## src/rtl/spc_defines.svh

```systemverilog
// Constants of the stepper output protection controller: register map,
// field positions, reset values and timing figures.
// Assumes a 125 MHz core clock; included by bare name.
`ifndef SPC_DEFINES_SVH
`define SPC_DEFINES_SVH

`define SPC_CLK_MHZ 125
`define SPC_BLANK_NS 1000
`define SPC_OFF_NS 30000
`define SPC_SETTLE_NS 1000000
// Least times round up to whole cycles
`define SPC_NS_TO_CYC(ns) (((ns) * `SPC_CLK_MHZ + 999) / 1000)
`define SPC_FAST_NUM 5
`define SPC_FAST_DEN 16

`define SPC_ADDR_W 12
`define SPC_REG_CTRL 12'h000
`define SPC_REG_STATUS 12'h004
`define SPC_REG_IRQ_STAT 12'h008
`define SPC_REG_IRQ_MASK 12'h00C

`define SPC_CTRL_MIXED_ALWAYS 0
`define SPC_CTRL_RESET 32'h00000000
`define SPC_IRQ_MASK_RESET 3'h0

`define SPC_ST_SHORT_LO 0
`define SPC_ST_SHORT_HI 1
`define SPC_ST_FAULT 2
`define SPC_ST_ASLEEP 3
`define SPC_ST_SETTLED 4
`define SPC_ST_POS_LO 8
`define SPC_ST_POS_HI 12

`define SPC_IRQ_SHORT 0
`define SPC_IRQ_FAULT 1
`define SPC_IRQ_WAKE 2
`define SPC_IRQ_W 3

`define SPC_IDX_W 5
`define SPC_HOME_IDX 5'h04
`define SPC_HALF_TURN 5'h10
`define SPC_QUARTER 5'h08
`define SPC_FULL_STEP 5'h08
`define SPC_RES_FULL 2'h0

`endif

```

## src/rtl/spc_pkg.sv

```systemverilog
// Types shared by the stepper output protection controller files.
// Assumes spc_defines.svh is compiled alongside.
package spc_pkg;

  typedef enum logic [2:0] {
    SPC_IDLE,
    SPC_BLANK,
    SPC_DRIVE,
    SPC_FAST,
    SPC_SLOW
  } spc_chop_e;

  typedef logic [1:0] spc_res_t;

endpackage : spc_pkg

```

## src/rtl/spc_bridge.sv

```systemverilog
// Fixed off-time chopper for one full bridge with blanking, mixed or slow
// decay, synchronous rectification and a latched short-to-ground trip.
// Assumes sense and fault inputs are synchronous to clk.
`timescale 1ns/100ps
`default_nettype none
`include "spc_defines.svh"

module spc_bridge
  import spc_pkg::*;
#(
  parameter int BLANK_CYC = `SPC_NS_TO_CYC(`SPC_BLANK_NS),
  parameter int OFF_CYC = `SPC_NS_TO_CYC(`SPC_OFF_NS),
  parameter int FAST_CYC = OFF_CYC * `SPC_FAST_NUM / `SPC_FAST_DEN,
  parameter int CNT_W = 16
) (
  input wire logic clk,
  input wire logic rst_n,
  input wire logic run,
  input wire logic clear_short,
  input wire logic sense_trip,
  input wire logic short_gnd,
  input wire logic zero_current,
  input wire logic mixed,
  input wire logic neg,
  output logic src_a,
  output logic snk_a,
  output logic src_b,
  output logic snk_b,
  output logic short_latched,
  output logic short_event
);

  spc_chop_e state, next_state;
  logic [CNT_W-1:0] cnt, next_cnt;
  logic was_mixed, next_was_mixed;
  logic next_short;
  logic fwd_src, fwd_snk, rev_src, rev_snk;

  always_comb begin
    next_state = state;
    next_cnt = cnt + 1'b1;
    next_was_mixed = was_mixed;
    next_short = short_latched;
    short_event = 1'b0;
    if (clear_short) begin
      next_short = 1'b0;
    end else if (short_gnd && state != SPC_IDLE) begin
      next_short = 1'b1;
      short_event = !short_latched;
    end
    case (state)
      SPC_IDLE: begin
        next_cnt = '0;
        if (run && !next_short) begin
          next_state = SPC_BLANK;
        end
      end
      SPC_BLANK: begin
        if (cnt == CNT_W'(BLANK_CYC - 1)) begin
          next_state = SPC_DRIVE;
          next_cnt = '0;
        end
      end
      SPC_DRIVE: begin
        next_cnt = '0;
        if (sense_trip) begin
          next_state = mixed ? SPC_FAST : SPC_SLOW;
          next_was_mixed = mixed;
        end
      end
      SPC_FAST: begin
        if (cnt == CNT_W'(FAST_CYC - 1)) begin
          next_state = SPC_SLOW;
        end
      end
      SPC_SLOW: begin
        if (cnt == CNT_W'(OFF_CYC - 1)) begin
          next_state = SPC_BLANK;
          next_cnt = '0;
        end
      end
      default: begin
        next_state = SPC_IDLE;
      end
    endcase
    if (!run || next_short) begin
      next_state = SPC_IDLE;
    end
  end

  always_ff @(posedge clk or negedge rst_n) begin
    if (!rst_n) begin
      state <= SPC_IDLE;
      cnt <= '0;
      was_mixed <= 1'b1;
      short_latched <= 1'b0;
    end else begin
      state <= next_state;
      cnt <= next_cnt;
      was_mixed <= next_was_mixed;
      short_latched <= next_short;
    end
  end

  // Forward diagonal drives, reverse diagonal carries the fast decay current
  always_comb begin
    fwd_src = 1'b0;
    fwd_snk = 1'b0;
    rev_src = 1'b0;
    rev_snk = 1'b0;
    case (state)
      SPC_BLANK, SPC_DRIVE: begin
        fwd_src = 1'b1;
        fwd_snk = 1'b1;
      end
      SPC_FAST: begin
        rev_src = !zero_current;
        rev_snk = !zero_current;
      end
      SPC_SLOW: begin
        // Mixed decay released the sink too; slow recirculates low side
        fwd_snk = !was_mixed || !zero_current;
        rev_snk = !zero_current;
      end
      default: begin
        fwd_src = 1'b0;
      end
    endcase
    src_a = neg ? rev_src : fwd_src;
    snk_b = neg ? rev_snk : fwd_snk;
    src_b = neg ? fwd_src : rev_src;
    snk_a = neg ? fwd_snk : rev_snk;
  end

endmodule : spc_bridge
`default_nettype wire

```

## src/rtl/spc_ctrl.sv

```systemverilog
// Top of the stepper output protection controller: APB register slave,
// output gating for both bridges, sleep and lockout handling, interrupts.
// Assumes all pin inputs are synchronous to clk and an APB3 master on clk.
//
// Design decisions made here: the APB register port and the address map.
`timescale 1ns/100ps
`default_nettype none
`include "spc_defines.svh"

// Notes on behaviour
// Short to ground latches bridge off until wake
// Shorted load repeats blank, trip, off-time cycle
// Sink gate supply fault disables all outputs
// Output disable high turns every output off
// Translator steps regardless of output disable
// Overtemperature or pump undervoltage forces outputs off
// Lockout disables outputs and homes translator
// Sleep low stops outputs, regulator, charge pump
// Sleep high runs; wake returns to home
// Host waits 1 ms after wake before stepping
// Mixed decay: fast 31.25% then slow
// Decay phase switches matching transistors on
// Rectification stops near zero load current
// Trip drops source in slow, both in mixed
// Blank and off-time counters with parameter limits
module spc_ctrl
  import spc_pkg::*;
#(
  parameter int BLANK_CYC = `SPC_NS_TO_CYC(`SPC_BLANK_NS),
  parameter int OFF_CYC = `SPC_NS_TO_CYC(`SPC_OFF_NS),
  parameter int SETTLE_CYC = `SPC_NS_TO_CYC(`SPC_SETTLE_NS)
) (
  input wire logic clk,
  input wire logic rst_n,
  input wire logic psel,
  input wire logic penable,
  input wire logic pwrite,
  input wire logic [`SPC_ADDR_W-1:0] paddr,
  input wire logic [31:0] pwdata,
  output logic [31:0] prdata,
  output logic pready,
  output logic pslverr,
  input wire logic step,
  input wire logic dir,
  input wire logic [1:0] step_resolution_select,
  input wire logic out_disable,
  input wire logic sleep_n,
  input wire logic supply_lockout,
  input wire logic over_temp,
  input wire logic pump_supply_uv,
  input wire logic sink_gate_supply_fault,
  input wire logic [1:0] sense_trip,
  input wire logic [1:0] short_to_ground,
  input wire logic [1:0] zero_current,
  output logic [1:0] src_a,
  output logic [1:0] snk_a,
  output logic [1:0] src_b,
  output logic [1:0] snk_b,
  output logic pump_enable,
  output logic irq
);

  localparam int SETTLE_W = $clog2(SETTLE_CYC + 1);

  // Register and pin state
  logic [31:0] ctrl, next_ctrl;
  logic [`SPC_IRQ_W-1:0] irq_stat, next_irq_stat;
  logic [`SPC_IRQ_W-1:0] irq_mask, next_irq_mask;
  logic [31:0] next_prdata;
  logic next_pready, next_pslverr, next_irq;
  logic step_q, next_step_q;
  logic fault_q, next_fault_q;
  logic settled, next_settled;
  logic [SETTLE_W-1:0] settle_cnt, next_settle_cnt;
  logic [1:0] next_src_a, next_snk_a, next_src_b, next_snk_b;
  logic next_pump_enable;

  // Internal nets
  logic global_fault;
  logic outputs_ok;
  logic home;
  logic step_pulse;
  logic apb_done;
  logic rd_irq;
  logic [`SPC_IRQ_W-1:0] events;
  logic [31:0] status_word;
  logic [`SPC_IDX_W-1:0] pos_idx;
  logic [1:0] ph_neg, ph_mixed, use_mixed;
  logic [1:0] br_src_a, br_snk_a, br_src_b, br_snk_b;
  logic [1:0] short_latched, short_event;

  assign global_fault = sink_gate_supply_fault || over_temp || pump_supply_uv;
  assign outputs_ok = sleep_n && !supply_lockout && !global_fault &&
                      !out_disable;
  assign home = !sleep_n || supply_lockout;
  // Steps are taken whatever out_disable says
  assign step_pulse = step && !step_q;

  spc_translator u_translator (
    .clk(clk),
    .rst_n(rst_n),
    .home(home),
    .step_pulse(step_pulse),
    .dir(dir),
    .res(step_resolution_select),
    .idx(pos_idx),
    .neg(ph_neg),
    .mixed(ph_mixed)
  );

  // Forced mixed skips full step, which keeps the translator's decay choice
  assign use_mixed = ctrl[`SPC_CTRL_MIXED_ALWAYS] &&
                     step_resolution_select != `SPC_RES_FULL ? 2'h3 : ph_mixed;

  genvar g;
  generate
    for (g = 0; g < 2; g++) begin : g_bridge
      spc_bridge #(
        .BLANK_CYC(BLANK_CYC),
        .OFF_CYC(OFF_CYC)
      ) u_bridge (
        .clk(clk),
        .rst_n(rst_n),
        .run(outputs_ok),
        .clear_short(!sleep_n),
        .sense_trip(sense_trip[g]),
        .short_gnd(short_to_ground[g]),
        .zero_current(zero_current[g]),
        .mixed(use_mixed[g]),
        .neg(ph_neg[g]),
        .src_a(br_src_a[g]),
        .snk_a(br_snk_a[g]),
        .src_b(br_src_b[g]),
        .snk_b(br_snk_b[g]),
        .short_latched(short_latched[g]),
        .short_event(short_event[g])
      );
    end
  endgenerate

  // Gate outputs and wake settling
  always_comb begin
    next_pump_enable = sleep_n;
    next_step_q = step;
    next_fault_q = global_fault;
    next_src_a = outputs_ok ? br_src_a : 2'h0;
    next_snk_a = outputs_ok ? br_snk_a : 2'h0;
    next_src_b = outputs_ok ? br_src_b : 2'h0;
    next_snk_b = outputs_ok ? br_snk_b : 2'h0;
    next_settle_cnt = settle_cnt;
    next_settled = settled;
    if (!sleep_n || supply_lockout) begin
      next_settle_cnt = '0;
      next_settled = 1'b0;
    end else if (!settled) begin
      // Pump settling time the host must leave before stepping
      if (settle_cnt == SETTLE_W'(SETTLE_CYC - 1)) begin
        next_settled = 1'b1;
      end else begin
        next_settle_cnt = settle_cnt + 1'b1;
      end
    end
  end

  always_ff @(posedge clk or negedge rst_n) begin
    if (!rst_n) begin
      pump_enable <= 1'b0;
      step_q <= 1'b0;
      fault_q <= 1'b0;
      src_a <= 2'h0;
      snk_a <= 2'h0;
      src_b <= 2'h0;
      snk_b <= 2'h0;
      settle_cnt <= '0;
      settled <= 1'b0;
    end else begin
      pump_enable <= next_pump_enable;
      step_q <= next_step_q;
      fault_q <= next_fault_q;
      src_a <= next_src_a;
      snk_a <= next_snk_a;
      src_b <= next_src_b;
      snk_b <= next_snk_b;
      settle_cnt <= next_settle_cnt;
      settled <= next_settled;
    end
  end

  // APB slave: no wait states, pready rises in the first access cycle
  assign apb_done = psel && penable && pready;
  assign rd_irq = apb_done && !pwrite && paddr == `SPC_REG_IRQ_STAT;

  always_comb begin
    status_word = 32'h00000000;
    status_word[`SPC_ST_SHORT_HI:`SPC_ST_SHORT_LO] = short_latched;
    status_word[`SPC_ST_FAULT] = global_fault;
    status_word[`SPC_ST_ASLEEP] = !sleep_n;
    status_word[`SPC_ST_SETTLED] = settled;
    status_word[`SPC_ST_POS_HI:`SPC_ST_POS_LO] = pos_idx;
  end

  always_comb begin
    events = '0;
    events[`SPC_IRQ_SHORT] = |short_event;
    events[`SPC_IRQ_FAULT] = global_fault && !fault_q;
    events[`SPC_IRQ_WAKE] = next_settled && !settled;
  end

  always_comb begin
    next_ctrl = ctrl;
    next_irq_mask = irq_mask;
    next_prdata = prdata;
    next_pready = psel && !penable;
    next_pslverr = 1'b0;
    if (psel && !penable) begin
      next_prdata = 32'h00000000;
      if (paddr == `SPC_REG_CTRL) begin
        next_prdata = ctrl;
      end else if (paddr == `SPC_REG_STATUS) begin
        next_prdata = status_word;
      end else if (paddr == `SPC_REG_IRQ_STAT) begin
        next_prdata = 32'(irq_stat);
      end else if (paddr == `SPC_REG_IRQ_MASK) begin
        next_prdata = 32'(irq_mask);
      end else begin
        next_pslverr = 1'b1;
      end
      if (pwrite) begin
        next_prdata = 32'h00000000;
      end
    end
    if (apb_done && pwrite) begin
      if (paddr == `SPC_REG_CTRL) begin
        next_ctrl = 32'(pwdata[`SPC_CTRL_MIXED_ALWAYS]);
      end else if (paddr == `SPC_REG_IRQ_MASK) begin
        next_irq_mask = pwdata[`SPC_IRQ_W-1:0];
      end
    end
    // Clear only the bits the read reported, so an event landing after the
    // setup cycle is kept; a new event also wins over the clear
    next_irq_stat = (irq_stat & ~(rd_irq ? prdata[`SPC_IRQ_W-1:0] : '0)) | events;
    next_irq = |(next_irq_stat & next_irq_mask);
  end

  always_ff @(posedge clk or negedge rst_n) begin
    if (!rst_n) begin
      ctrl <= `SPC_CTRL_RESET;
      irq_mask <= `SPC_IRQ_MASK_RESET;
      irq_stat <= '0;
      prdata <= 32'h00000000;
      pready <= 1'b0;
      pslverr <= 1'b0;
      irq <= 1'b0;
    end else begin
      ctrl <= next_ctrl;
      irq_mask <= next_irq_mask;
      irq_stat <= next_irq_stat;
      prdata <= next_prdata;
      pready <= next_pready;
      pslverr <= next_pslverr;
      irq <= next_irq;
    end
  end

endmodule : spc_ctrl
`default_nettype wire

```

## src/rtl/spc_translator.sv

```systemverilog
// Step translator: position index over one electrical turn, winding polarity
// and decay choice per winding. Assumes step_pulse is a one-cycle pulse.
`timescale 1ns/100ps
`default_nettype none
`include "spc_defines.svh"

module spc_translator
  import spc_pkg::*;
(
  input wire logic clk,
  input wire logic rst_n,
  input wire logic home,
  input wire logic step_pulse,
  input wire logic dir,
  input wire spc_res_t res,
  output logic [`SPC_IDX_W-1:0] idx,
  output logic [1:0] neg,
  output logic [1:0] mixed
);

  logic [`SPC_IDX_W-1:0] next_idx;
  logic [1:0] next_neg;
  logic [1:0] next_mixed;
  logic [`SPC_IDX_W-1:0] step;

  // Cosine magnitude grows with distance from the quarter point
  function automatic logic [3:0] cos_mag(input logic [`SPC_IDX_W-1:0] i);
    logic [3:0] m;
    m = i[3:0];
    cos_mag = (m >= 4'h8) ? m - 4'h8 : 4'h8 - m;
  endfunction : cos_mag

  function automatic logic [3:0] sin_mag(input logic [`SPC_IDX_W-1:0] i);
    sin_mag = 4'h8 - cos_mag(i);
  endfunction : sin_mag

  always_comb begin
    step = `SPC_FULL_STEP >> res;
    next_idx = idx;
    next_neg = neg;
    next_mixed = mixed;
    if (home) begin
      next_idx = `SPC_HOME_IDX;
      next_mixed = 2'h3;
    end else if (step_pulse) begin
      next_idx = dir ? idx + step : idx - step;
      next_mixed[0] = cos_mag(next_idx) < cos_mag(idx);
      next_mixed[1] = sin_mag(next_idx) < sin_mag(idx);
      if (res == `SPC_RES_FULL) begin
        next_mixed = 2'h0;
      end
    end
    next_neg[0] = (next_idx > `SPC_QUARTER) &&
                  (next_idx < `SPC_HALF_TURN + `SPC_QUARTER);
    next_neg[1] = next_idx > `SPC_HALF_TURN;
  end

  always_ff @(posedge clk or negedge rst_n) begin
    if (!rst_n) begin
      idx <= `SPC_HOME_IDX;
      neg <= 2'h0;
      mixed <= 2'h3;
    end else begin
      idx <= next_idx;
      neg <= next_neg;
      mixed <= next_mixed;
    end
  end

endmodule : spc_translator
`default_nettype wire

```

## config.mk

```make
export PLATFORM = sky130hd
export DESIGN_NAME = spc_ctrl
export DESIGN_NICKNAME = d
export VERILOG_FILES = /design/src/rtl/spc_pkg.sv /design/src/rtl/spc_bridge.sv /design/src/rtl/spc_ctrl.sv /design/src/rtl/spc_translator.sv
export VERILOG_INCLUDE_DIRS = /design/src /design/src/rtl
export SDC_FILE = /design/constraint.sdc
export NUM_CORES = 1
export LEC_CHECK = 0
export ABC_CLOCK_PERIOD_IN_PS = 4500
export BUFFER_PORTS_ARGS = -buffer_cell sky130_fd_sc_hd__buf_2
export CORE_MARGIN = 10
export CORE_UTILIZATION = 56
export CTS_CLUSTER_DIAMETER = 100
export DETAILED_ROUTE_END_ITERATION = 16
export MAX_ROUTING_LAYER = met4
export PLACE_DENSITY = 0.91
export SKIP_CTS_REPAIR_TIMING = 1
export SYNTH_ARGS = -nofsm -noshare
export SYNTH_HDL_FRONTEND = slang
export SYNTH_SLANG_ARGS = --single-unit
```

## constraint.sdc

```tcl
create_clock -name clk -period 4.5 [get_ports clk]
set_clock_uncertainty 0.1 [all_clocks]
set_input_delay 0.45 -clock clk [delete_from_list [all_inputs] [get_ports clk]]
set_output_delay 0.45 -clock clk [all_outputs]
set_load 0.005 [all_outputs]
```

======== Yosys cells after proc, flatten, opt, wreduce, memory -nomap -nowiden ========
Cells that the tools add are included.
word-level totals
  bits in registers ....................... 122
  latch bits .............................. 0
  memory bits (writable) .................. 0
  memory bits (read-only) ................. 0
  bits of input ports ..................... 65
  output and inout port bits .............. 44
  word-level logic and storage cells ...... 224
  memories kept ........................... 0
cells by class
  add/sub/neg operators ................... 11
  $mul .................................... 0
  divide/modulo/power cells ............... 0
  magnitude comparators ................... 7
  equal/unequal tests ..................... 30
  shifts and indexed selects .............. 1
  muxes and demuxes ....................... 79
  bitwise logic cells ..................... 4
  reductions and logical operators ........ 65
operators with widths
  kind                                                    count
  one-hot mux 16 bit (3 select lines)                     2
  2-to-1 mux 16 bit                                       4
  2-to-1 mux 3 bit                                        20
  2-to-1 mux 17 bit                                       3
  adder 16 x 1 -> 16 bit (second input constant)          2
  equality test 16 x 11 -> 1 bit (second input constant)  2
  equality test 16 x 12 -> 1 bit (second input constant)  2
  equality test 16 x 7 -> 1 bit (second input constant)   2
  2-to-1 mux 32 bit                                       1
  2-to-1 mux 1 bit                                        30
  one-hot mux 3 bit (5 select lines)                      2
  2-to-1 mux 13 bit                                       2
  equality test 12 x 4 -> 1 bit (second input constant)   2
  != test 3 x 1 -> 1 bit (second input constant)          8
  logical AND 1 bit                                       18
  logical NOT 1 bit                                       18
  adder 17 x 1 -> 17 bit (second input constant)          1
  equality test 17 bit (second input constant)            1
  2-to-1 mux 2 bit                                        8
  subtractor 4 bit (first input constant)                 4
  2-to-1 mux 5 bit                                        3
  OR reduction 2 bit                                      7
  equality test 12 x 3 -> 1 bit (second input constant)   1
  equality test 3 x 2 -> 1 bit (second input constant)    4
  other kinds (28)                                        50

======== Logic depth before layout (Yosys ltp) ========
Gate-level depths: netlist (run 1).
  depth after elaboration ................. 10
  mapped depth ............................ 17
  mapped depth without buffers ............ 17

======== Hierarchy ========
A second synthesis (run 1) with hierarchy kept.
unflattened totals
  cell total of the unflattened synthesis .. 638
  area, all modules ....................... 6018.3 µm²
modules (own cells, without submodules)
  module          instances  cells each  area an instance (µm²)  sequential area each (µm²)
  spc_bridge      2          152         1328.8                  526.8
  spc_ctrl        1          222         2366.0                  1226.2
  spc_translator  1          112         994.7                   229.0

======== Worst setup path after synthesis (run 1) ========
No wires, ideal clock.
  path type ............................... input-to-reg
  start point ............................. in step_resolution_select[1]
  end point ............................... reg u_translator.mixed[1]
  library setup time ...................... 0.061 ns
  arrival time ............................ 3.757 ns
  data required time ...................... 4.339 ns
  path slack .............................. 0.581 ns
  stages .................................. 17
  buffers on the path ..................... 0
  cells stage by stage .................... nor2b_1 -> inv_1 -> ha_1 -> mux2_2 -> ha_1 -> a21o_1 -> a21oi_1 -> xnor2_1 -> mux2i_1 -> inv_1 -> ha_1 -> ha_1 -> a21o_1 -> a21o_1 -> a2111oi_0 -> a21oi_1 -> nand2_1
between the ends
  word-level cells in the longest chain between the ends .. 10
  elaborated cells between the ends (all ways) .. 14
  classes of those cells .................. 5 x add/sub; 2 x order compare; 1 x shift; 5 x mux; 1 x reduce/logical
RTL lines
  item                                                                   RTL line              RTL
  from (decl)                                                            spc_ctrl.sv:45        input wire logic [1:0] step_resolution_select,
  >> shifter 4 x 2 -> 5 bit (no source line)                             n/a
  subtractor 5 bit or adder 5 bit (tied branches)                        spc_translator.sv:46  next_idx = dir ? idx + step : idx - step;
  2-to-1 mux 5 bit                                                       spc_translator.sv:46
  subtractor 4 bit or greater-or-equal comparator 4 bit (tied branches)  spc_translator.sv:30  cos_mag = (m >= 4'h8) ? m - 4'h8 : 4'h8 - m;
  2-to-1 mux 4 bit                                                       spc_translator.sv:30
  subtractor 4 bit                                                       spc_translator.sv:34  sin_mag = 4'h8 - cos_mag(i);
  less-than comparator 4 bit                                             spc_translator.sv:48  next_mixed[1] = sin_mag(next_idx) < sin_mag(idx);
  2-to-1 mux 2 bit (*)                                                   spc_translator.sv:49  if (res == `SPC_RES_FULL) begin
  2-to-1 mux 2 bit (*)                                                   spc_translator.sv:45  end else if (step_pulse) begin
  2-to-1 mux 2 bit (*)                                                   spc_translator.sv:42  if (home) begin
  to (signal assigned)                                                   spc_translator.sv:66  mixed <= next_mixed;
  to (decl)                                                              spc_translator.sv:18  output logic [1:0] mixed
Every way passes the cells marked *; elsewhere a longest branch is shown, timed or not. The select of a mux whose other input is x is not followed.
A chain may end at the register's enable or synchronous reset.

======== Final worst setup path (run 1) ========
Same ends and word-level chain as after synthesis.

==> summary.md, run 1 <==
| Metric | Value |
|---|---|
| Run status | `completed` |
| Number of H-tree levels | `3` |
| Top cell types by occurrence after synthesis | `sky130_fd_sc_hd__dfrtp_1, sky130_fd_sc_hd__nor2_1, sky130_fd_sc_hd__nand2_1` |
| Footprint of the multi-input gates | `3126 um^2` |
| Share of flip-flops with an asynchronous set or reset after synthesis | `100.0%` |
| Clock-pin slew of the registers on the worst-case setup and hold paths | `0.10 ns` |
| Peak VDD IR | `138.9 uV` |
| Residual DRC count | `0` |
| Maximum buffer depth of the clock tree | `2` |
| Core occupancy in the finished layout | `62.40%` |
| Average wire length per cell after detail routing | `16.04 um` |
| Clock Latency Late Sink | `0.38 ns` |
| Worst endpoint data arrival time | `4.15 ns` |
| Number of warnings reported in the yosys synthesis log | `0` |
| Total clock buffers created by CTS | `9` |
| Via count of the first global-routing pass | `4636` |
| Setup CP Type | `primary input to flop` |
| Final-report hold violation count | `0` |
| Share of the cycle needed by the critical path after routing | `87.28%` |
| Initial DRC Count | `368` |
| Io pins | `109` |
| Sequential area share after synthesis | `42.10%` |
| Post-synth top area cell | `sky130_fd_sc_hd__dfrtp_1` |
| Crit path time final | `3.928 ns` |
| Core ar. | `10320 um^2` |
| Required time worst endpoint | `4.72 ns` |
| Width of the die | `123.2 um` |
| Worst slew margin | `32.89%` |
| Number of enable flip-flop cells after synthesis | `0` |
| Top-count cell post-synth | `sky130_fd_sc_hd__dfrtp_1` |
| Pin count of the biggest net entering global routing | `75` |
| P per Cell Area | `264.3 nW/um^2` |
| Die area | `15170 um^2` |
| Type of element launching the critical path | `primary input` |
| Die H | `123.2 um` |
| Detailed Route WL | `13090 um` |
| Syn Inst Count | `630` |
| Predominant post-synthesis flop cell | `sky130_fd_sc_hd__dfrtp_1` |
| Vias post-DR | `4688` |
| Class of the most critical hold timing path | `primary input to async pin` |
| Setup Viol. Count Final | `0` |
| TritonCTS Sinks | `100` |
| Final worst-path setup slack | `0.5722 ns` |
| Cell area after synthesis | `5958 um^2` |
| Final design instance area without fill | `6442 um^2` |
| I/O Buffers | `57` |
| Setup crit end kind | `flop` |
| Maximum fanout count along the critical path | `6` |
| Number of placement rows | `37` |
| Net total in the final layout | `765` |
| Instance area at placement | `6235 um^2` |
| Global-route total usage across every layer | `18.09%` |
| Routed via count divided by cell count | `5.745` |
| Max-cap violations | `0` |
| Number of filler cells placed in the layout | `824` |
| Clock tree from TritonCTS | `built` |
| Number of antenna diodes | `0` |
| Combined flip-flop and latch cell area | `2509 um^2` |
| Place WS | `0.1913 ns` |
| Highest clock rate | `254.6 MHz` |
| Layout cells sized above 1 | `15.59%` |
| Initial antenna violation count | `0` |
| Clock tree root driver cell | `sky130_fd_sc_hd__clkbuf_8` |
| Setup repair after global routing missed its margin | `no` |
| Top-area cell type share of the netlist area | `39.90%` |
| Final Power | `1703 uW` |
| Top area cells in the synthesized netlist | `sky130_fd_sc_hd__dfrtp_1, sky130_fd_sc_hd__nor2_1, sky130_fd_sc_hd__ha_1` |
| Number of library cell types mapped by synthesis | `72` |
| Wire length of the first global-routing pass | `21940 um` |
| Average cell area after synthesis | `9.457 um^2` |
| Synthesized flop and latch total | `100` |
| Half-perimeter wire length of the detailed placement result | `9947 um` |
| First-pass iteration count of the detailed router | `5` |
| Initial core utilization | `57.71%` |
| Final estimated routing congestion in global placement | `0.9383` |
| Setup total negative slack | `0 ns` |
| Post-route ant nets | `0` |
| Measured slew at the worst slew-check pin | `1.007 ns` |
| Leak | `0.002860 uW` |
| Area growth from synthesis to layout | `8.127%` |
| GR Overflow Total | `0` |
| Pins over their slew limit | `0` |
metal layers:
metal  part of all wire, %  up-vias  GRT usage, %
met2                    52      138         31.29
met1                    41     2272         20.82
li1                      -     2256             -
met3                   5.8       22         4.057
met4                   1.6        0         4.585
met5                     0        -             -
flip-flops by register name, indices dropped and copies added, names as in the netlist, 3 cells and up:
name,count
g_bridge.u_bridge.cnt,32
g_bridge.u_bridge.state,6
irq_mask,3
irq_stat,3
prdata,10
settle_cnt,17
u_translator.idx,5
where the power goes:
group	total, uW	internal (uW)	switching (uW)
Sequential	917	908	9.40
Combinational	184	76.0	108
Clock	602	266	336
Total	1700	1250	453
layout make-up:
type                            instances  share of cell area, %
Inverter                               34                  1.981
Tap cell                              136                  2.641
Clock buffer                            9                  1.923
Timing Repair Buffer                   59                  4.700
Clock inverter                          7                  1.301
Multi-Input combinational cell        471                  48.51
Sequential cell                       100                  38.94
path summary, 6_finish.rpt:
kind	from	end	slack, ns	cells past startpoint
min in group clk	step	step_q$_DFF_PN0_	0.12	1
setup / recovery	step_resolution_select[1]	u_translator.mixed[1]$_DFFE_PN1P_	0.57	18
max in group asynchronous	rst_n	irq_mask[0]$_DFF_PN0_	3.28	2
setup reg to reg	u_translator.idx[0]$_DFF_PN0_	u_translator.mixed[1]$_DFFE_PN1P_	0.83	14
hold / removal	rst_n	prdata[8]$_DFFE_PN0P_	0.09	1
hold reg to reg	prdata[11]$_DFFE_PN0P_	prdata[11]$_DFFE_PN0P_	0.41	1
placed cells by master (no fill, tap or decap), types with 10 or more instances in the layout:
master                     count
sky130_fd_sc_hd__conb_1       22
sky130_fd_sc_hd__buf_2        56
sky130_fd_sc_hd__dfrtp_1      95
sky130_fd_sc_hd__nand2_1      37
sky130_fd_sc_hd__xnor2_1      27
sky130_fd_sc_hd__nor2_1       86
sky130_fd_sc_hd__nor3_1       19
sky130_fd_sc_hd__inv_1        34
sky130_fd_sc_hd__nand3_1      24
sky130_fd_sc_hd__or3_1        10
sky130_fd_sc_hd__and3_1       10
sky130_fd_sc_hd__xor2_1       22
sky130_fd_sc_hd__nand4_1      15
sky130_fd_sc_hd__nand2b_1     11
sky130_fd_sc_hd__a21oi_1      24
sky130_fd_sc_hd__ha_1         24
sky130_fd_sc_hd__o21ai_0      19
cells by family after synthesis:
kind of cell | share of synthesized area, %
muxes | 2.709
and+or+nand+nor | 22.89
other | 0.06294
adders and majority gates | 5.376
DFF | 42.10
AOI/OAI and AO/OA | 12.89
xor gates and xnor gates | 7.203
buffers and inverters | 6.762
worst max-delay path: stages:
cell,delay (ns)
sky130_fd_sc_hd__buf_2,0.12
sky130_fd_sc_hd__nor2b_1,0.15
sky130_fd_sc_hd__inv_1,0.06
sky130_fd_sc_hd__ha_1,0.29
sky130_fd_sc_hd__mux2_2,0.28
sky130_fd_sc_hd__ha_1,0.29
sky130_fd_sc_hd__a21o_1,0.18
sky130_fd_sc_hd__a21oi_1,0.29
sky130_fd_sc_hd__xnor2_1,0.21
sky130_fd_sc_hd__mux2i_1,0.27
sky130_fd_sc_hd__inv_1,0.06
sky130_fd_sc_hd__ha_1,0.28
sky130_fd_sc_hd__ha_1,0.30
sky130_fd_sc_hd__a21o_1,0.19
sky130_fd_sc_hd__a21o_1,0.17
sky130_fd_sc_hd__a2111oi_0,0.39
sky130_fd_sc_hd__a21oi_1,0.07
sky130_fd_sc_hd__nand2_1,0.08
stage by stage:
stage | hold slack [ns] | cells
after floorplan | 0.05441 | 651
after global placement | 0.3825 | 800
after detailed placement | 0.3868 | 800
after CTS | 0.1100 | 816
after global routing | 0.1069 | 816
final | 0.08572 | 816
Note: power is estimated with default switching activity, not from simulation.
==> run 2, diff against run 1 <==
- MAX_ROUTING_LAYER: met4 -> default
==> summary.md, run 2 (same netlist as run 1, synthesis figures left out) <==
| Metric | Value |
|---|---|
| Largest reg by FF count | `g_bridge.u_bridge.cnt` |
| Total clock buffers created by CTS | `9` |
| Required time worst endpoint | `4.70 ns` |
| Number of H-tree levels | `3` |
| Area growth from synthesis to layout | `8.064%` |
| Max-cap violations | `0` |
| Initial antenna violation count | `0` |
| Leak | `0.002865 uW` |
| Vias post-DR | `4788` |
| Setup total negative slack | `0 ns` |
| Setup CP Type | `primary input to flop` |
| Net total in the final layout | `765` |
| First-pass iteration count of the detailed router | `7` |
| Clock tree from TritonCTS | `built` |
| Instance area at placement | `6235 um^2` |
| Largest regs | `g_bridge.u_bridge.cnt x32, settle_cnt x17, prdata x10` |
| Wire length of the first global-routing pass | `22940 um` |
| Global-route total usage across every layer | `18.35%` |
| Initial DRC Count | `513` |
| Measured slew at the worst slew-check pin | `0.9919 ns` |
| Initial core utilization | `57.71%` |
| Pin count of the biggest net entering global routing | `65` |
| GR Overflow Total | `0` |
| Clock Latency Late Sink | `0.37 ns` |
| Number of placement rows | `37` |
| Width of the die | `123.2 um` |
| Share of the cycle needed by the critical path after routing | `89.40%` |
| Setup repair after global routing missed its margin | `no` |
| Io pins | `109` |
| Crit path time final | `4.023 ns` |
| P per Cell Area | `263.3 nW/um^2` |
| Average wire length per cell after detail routing | `16.95 um` |
| Worst slew margin | `33.87%` |
| Via count of the first global-routing pass | `4768` |
| Most frequent cells in the layout | `sky130_fd_sc_hd__dfrtp_1, sky130_fd_sc_hd__nor2_1, sky130_fd_sc_hd__buf_2` |
| Maximum fanout count along the critical path | `6` |
| Core occupancy in the finished layout | `62.37%` |
| Type of element launching the critical path | `primary input` |
| I/O Buffers | `57` |
| Pins over their slew limit | `0` |
| Final design instance area without fill | `6439 um^2` |
| Leading cell type in the layout, fill and taps excluded | `sky130_fd_sc_hd__dfrtp_1` |
| Core ar. | `10320 um^2` |
| Post-route ant nets | `0` |
| Worst endpoint data arrival time | `4.22 ns` |
| Residual DRC count | `0` |
| Die area | `15170 um^2` |
| Class of the most critical hold timing path | `primary input to async pin` |
| Peak VDD IR | `186.0 uV` |
| Largest register FFs | `32` |
| Number of antenna diodes | `0` |
| Layout cells sized above 1 | `15.44%` |
| Setup crit end kind | `flop` |
| Final estimated routing congestion in global placement | `0.9032` |
| Routed via count divided by cell count | `5.868` |
| Half-perimeter wire length of the detailed placement result | `10360 um` |
| Die H | `123.2 um` |
| Run status | `completed` |
| Clock-pin slew of the registers on the worst-case setup and hold paths | `0.09 ns` |
| Final-report hold violation count | `0` |
| TritonCTS Sinks | `100` |
| Highest clock rate | `248.6 MHz` |
| Setup Viol. Count Final | `0` |
| Detailed Route WL | `13830 um` |
| Maximum buffer depth of the clock tree | `2` |
| Clock tree root driver cell | `sky130_fd_sc_hd__clkbuf_8` |
run 2: layer usage:
| metal | vias to the layer above | global-route usage, % | part of all wire (%) |
|---|---|---|---|
| met3 | 28 | 4.148 | 6.8 |
| met5 | - | 0 | 0 |
| met1 | 2337 | 21.98 | 39 |
| li1 | 2250 | - | - |
| met2 | 173 | 32.09 | 52 |
| met4 | 0 | 5.677 | 2.0 |
run 2: stage by stage:
step                setup slack, ns  instances  power (uW)  hold WS, ns
floorplan                    0.5815        651        1062      0.05441
detailed placement           0.1251        800        1119       0.3863
global placement             0.2011        800        1105       0.3830
finish                       0.4769        816        1695      0.07644
global route                 0.1211        816        1767       0.1141
CTS                          0.4734        816        1703      0.09496
run 2: final timing paths:
check / startpoint / endpoint / slack (ns) / cells past startpoint
setup / recovery: step_resolution_select[1] / u_translator.mixed[1]$_DFFE_PN1P_ / 0.48 / 18
min in group clk: step / step_q$_DFF_PN0_ / 0.12 / 1
max in group asynchronous: rst_n / g_bridge[1].u_bridge.was_mixed$_DFFE_PN1P_ / 3.21 / 2
hold reg to reg: prdata[8]$_DFFE_PN0P_ / prdata[8]$_DFFE_PN0P_ / 0.41 / 1
hold / removal: rst_n / prdata[11]$_DFFE_PN0P_ / 0.08 / 1
setup reg to reg: u_translator.idx[0]$_DFF_PN0_ / u_translator.mixed[1]$_DFFE_PN1P_ / 0.72 / 14
run 2: critical path: stages:
cell and delay [ns]:
sky130_fd_sc_hd__buf_2 0.12, sky130_fd_sc_hd__nor2b_1 0.18, sky130_fd_sc_hd__inv_1 0.06, sky130_fd_sc_hd__ha_1 0.29, sky130_fd_sc_hd__mux2_2 0.28, sky130_fd_sc_hd__inv_1 0.08, sky130_fd_sc_hd__fa_1 0.47, sky130_fd_sc_hd__ha_1 0.25
sky130_fd_sc_hd__or3_1 0.34, sky130_fd_sc_hd__o211a_1 0.13, sky130_fd_sc_hd__o21ai_1 0.16, sky130_fd_sc_hd__xnor2_1 0.22, sky130_fd_sc_hd__xnor2_1 0.18, sky130_fd_sc_hd__ha_1 0.26, sky130_fd_sc_hd__a21o_1 0.17, sky130_fd_sc_hd__a2111oi_0 0.40
sky130_fd_sc_hd__a21oi_1 0.09, sky130_fd_sc_hd__nand2_1 0.08
run 2: report_power, final:
part           total [uW]  switching (uW)  internal (uW)
combinational         185             109           75.9
clock                 593             305            287
sequential            917            9.44            908
run 2: final cells by class:
type | count | area, um^2
Fill cell | 807 | 3885
Sequential cell | 100 | 2509
Clock inverter | 4 | 48.80
Tap cell | 136 | 170.2
Inverter | 34 | 127.6
Clock buffer | 12 | 155.1
Timing Repair Buffer | 59 | 302.8
Multi-Input combinational cell | 471 | 3126
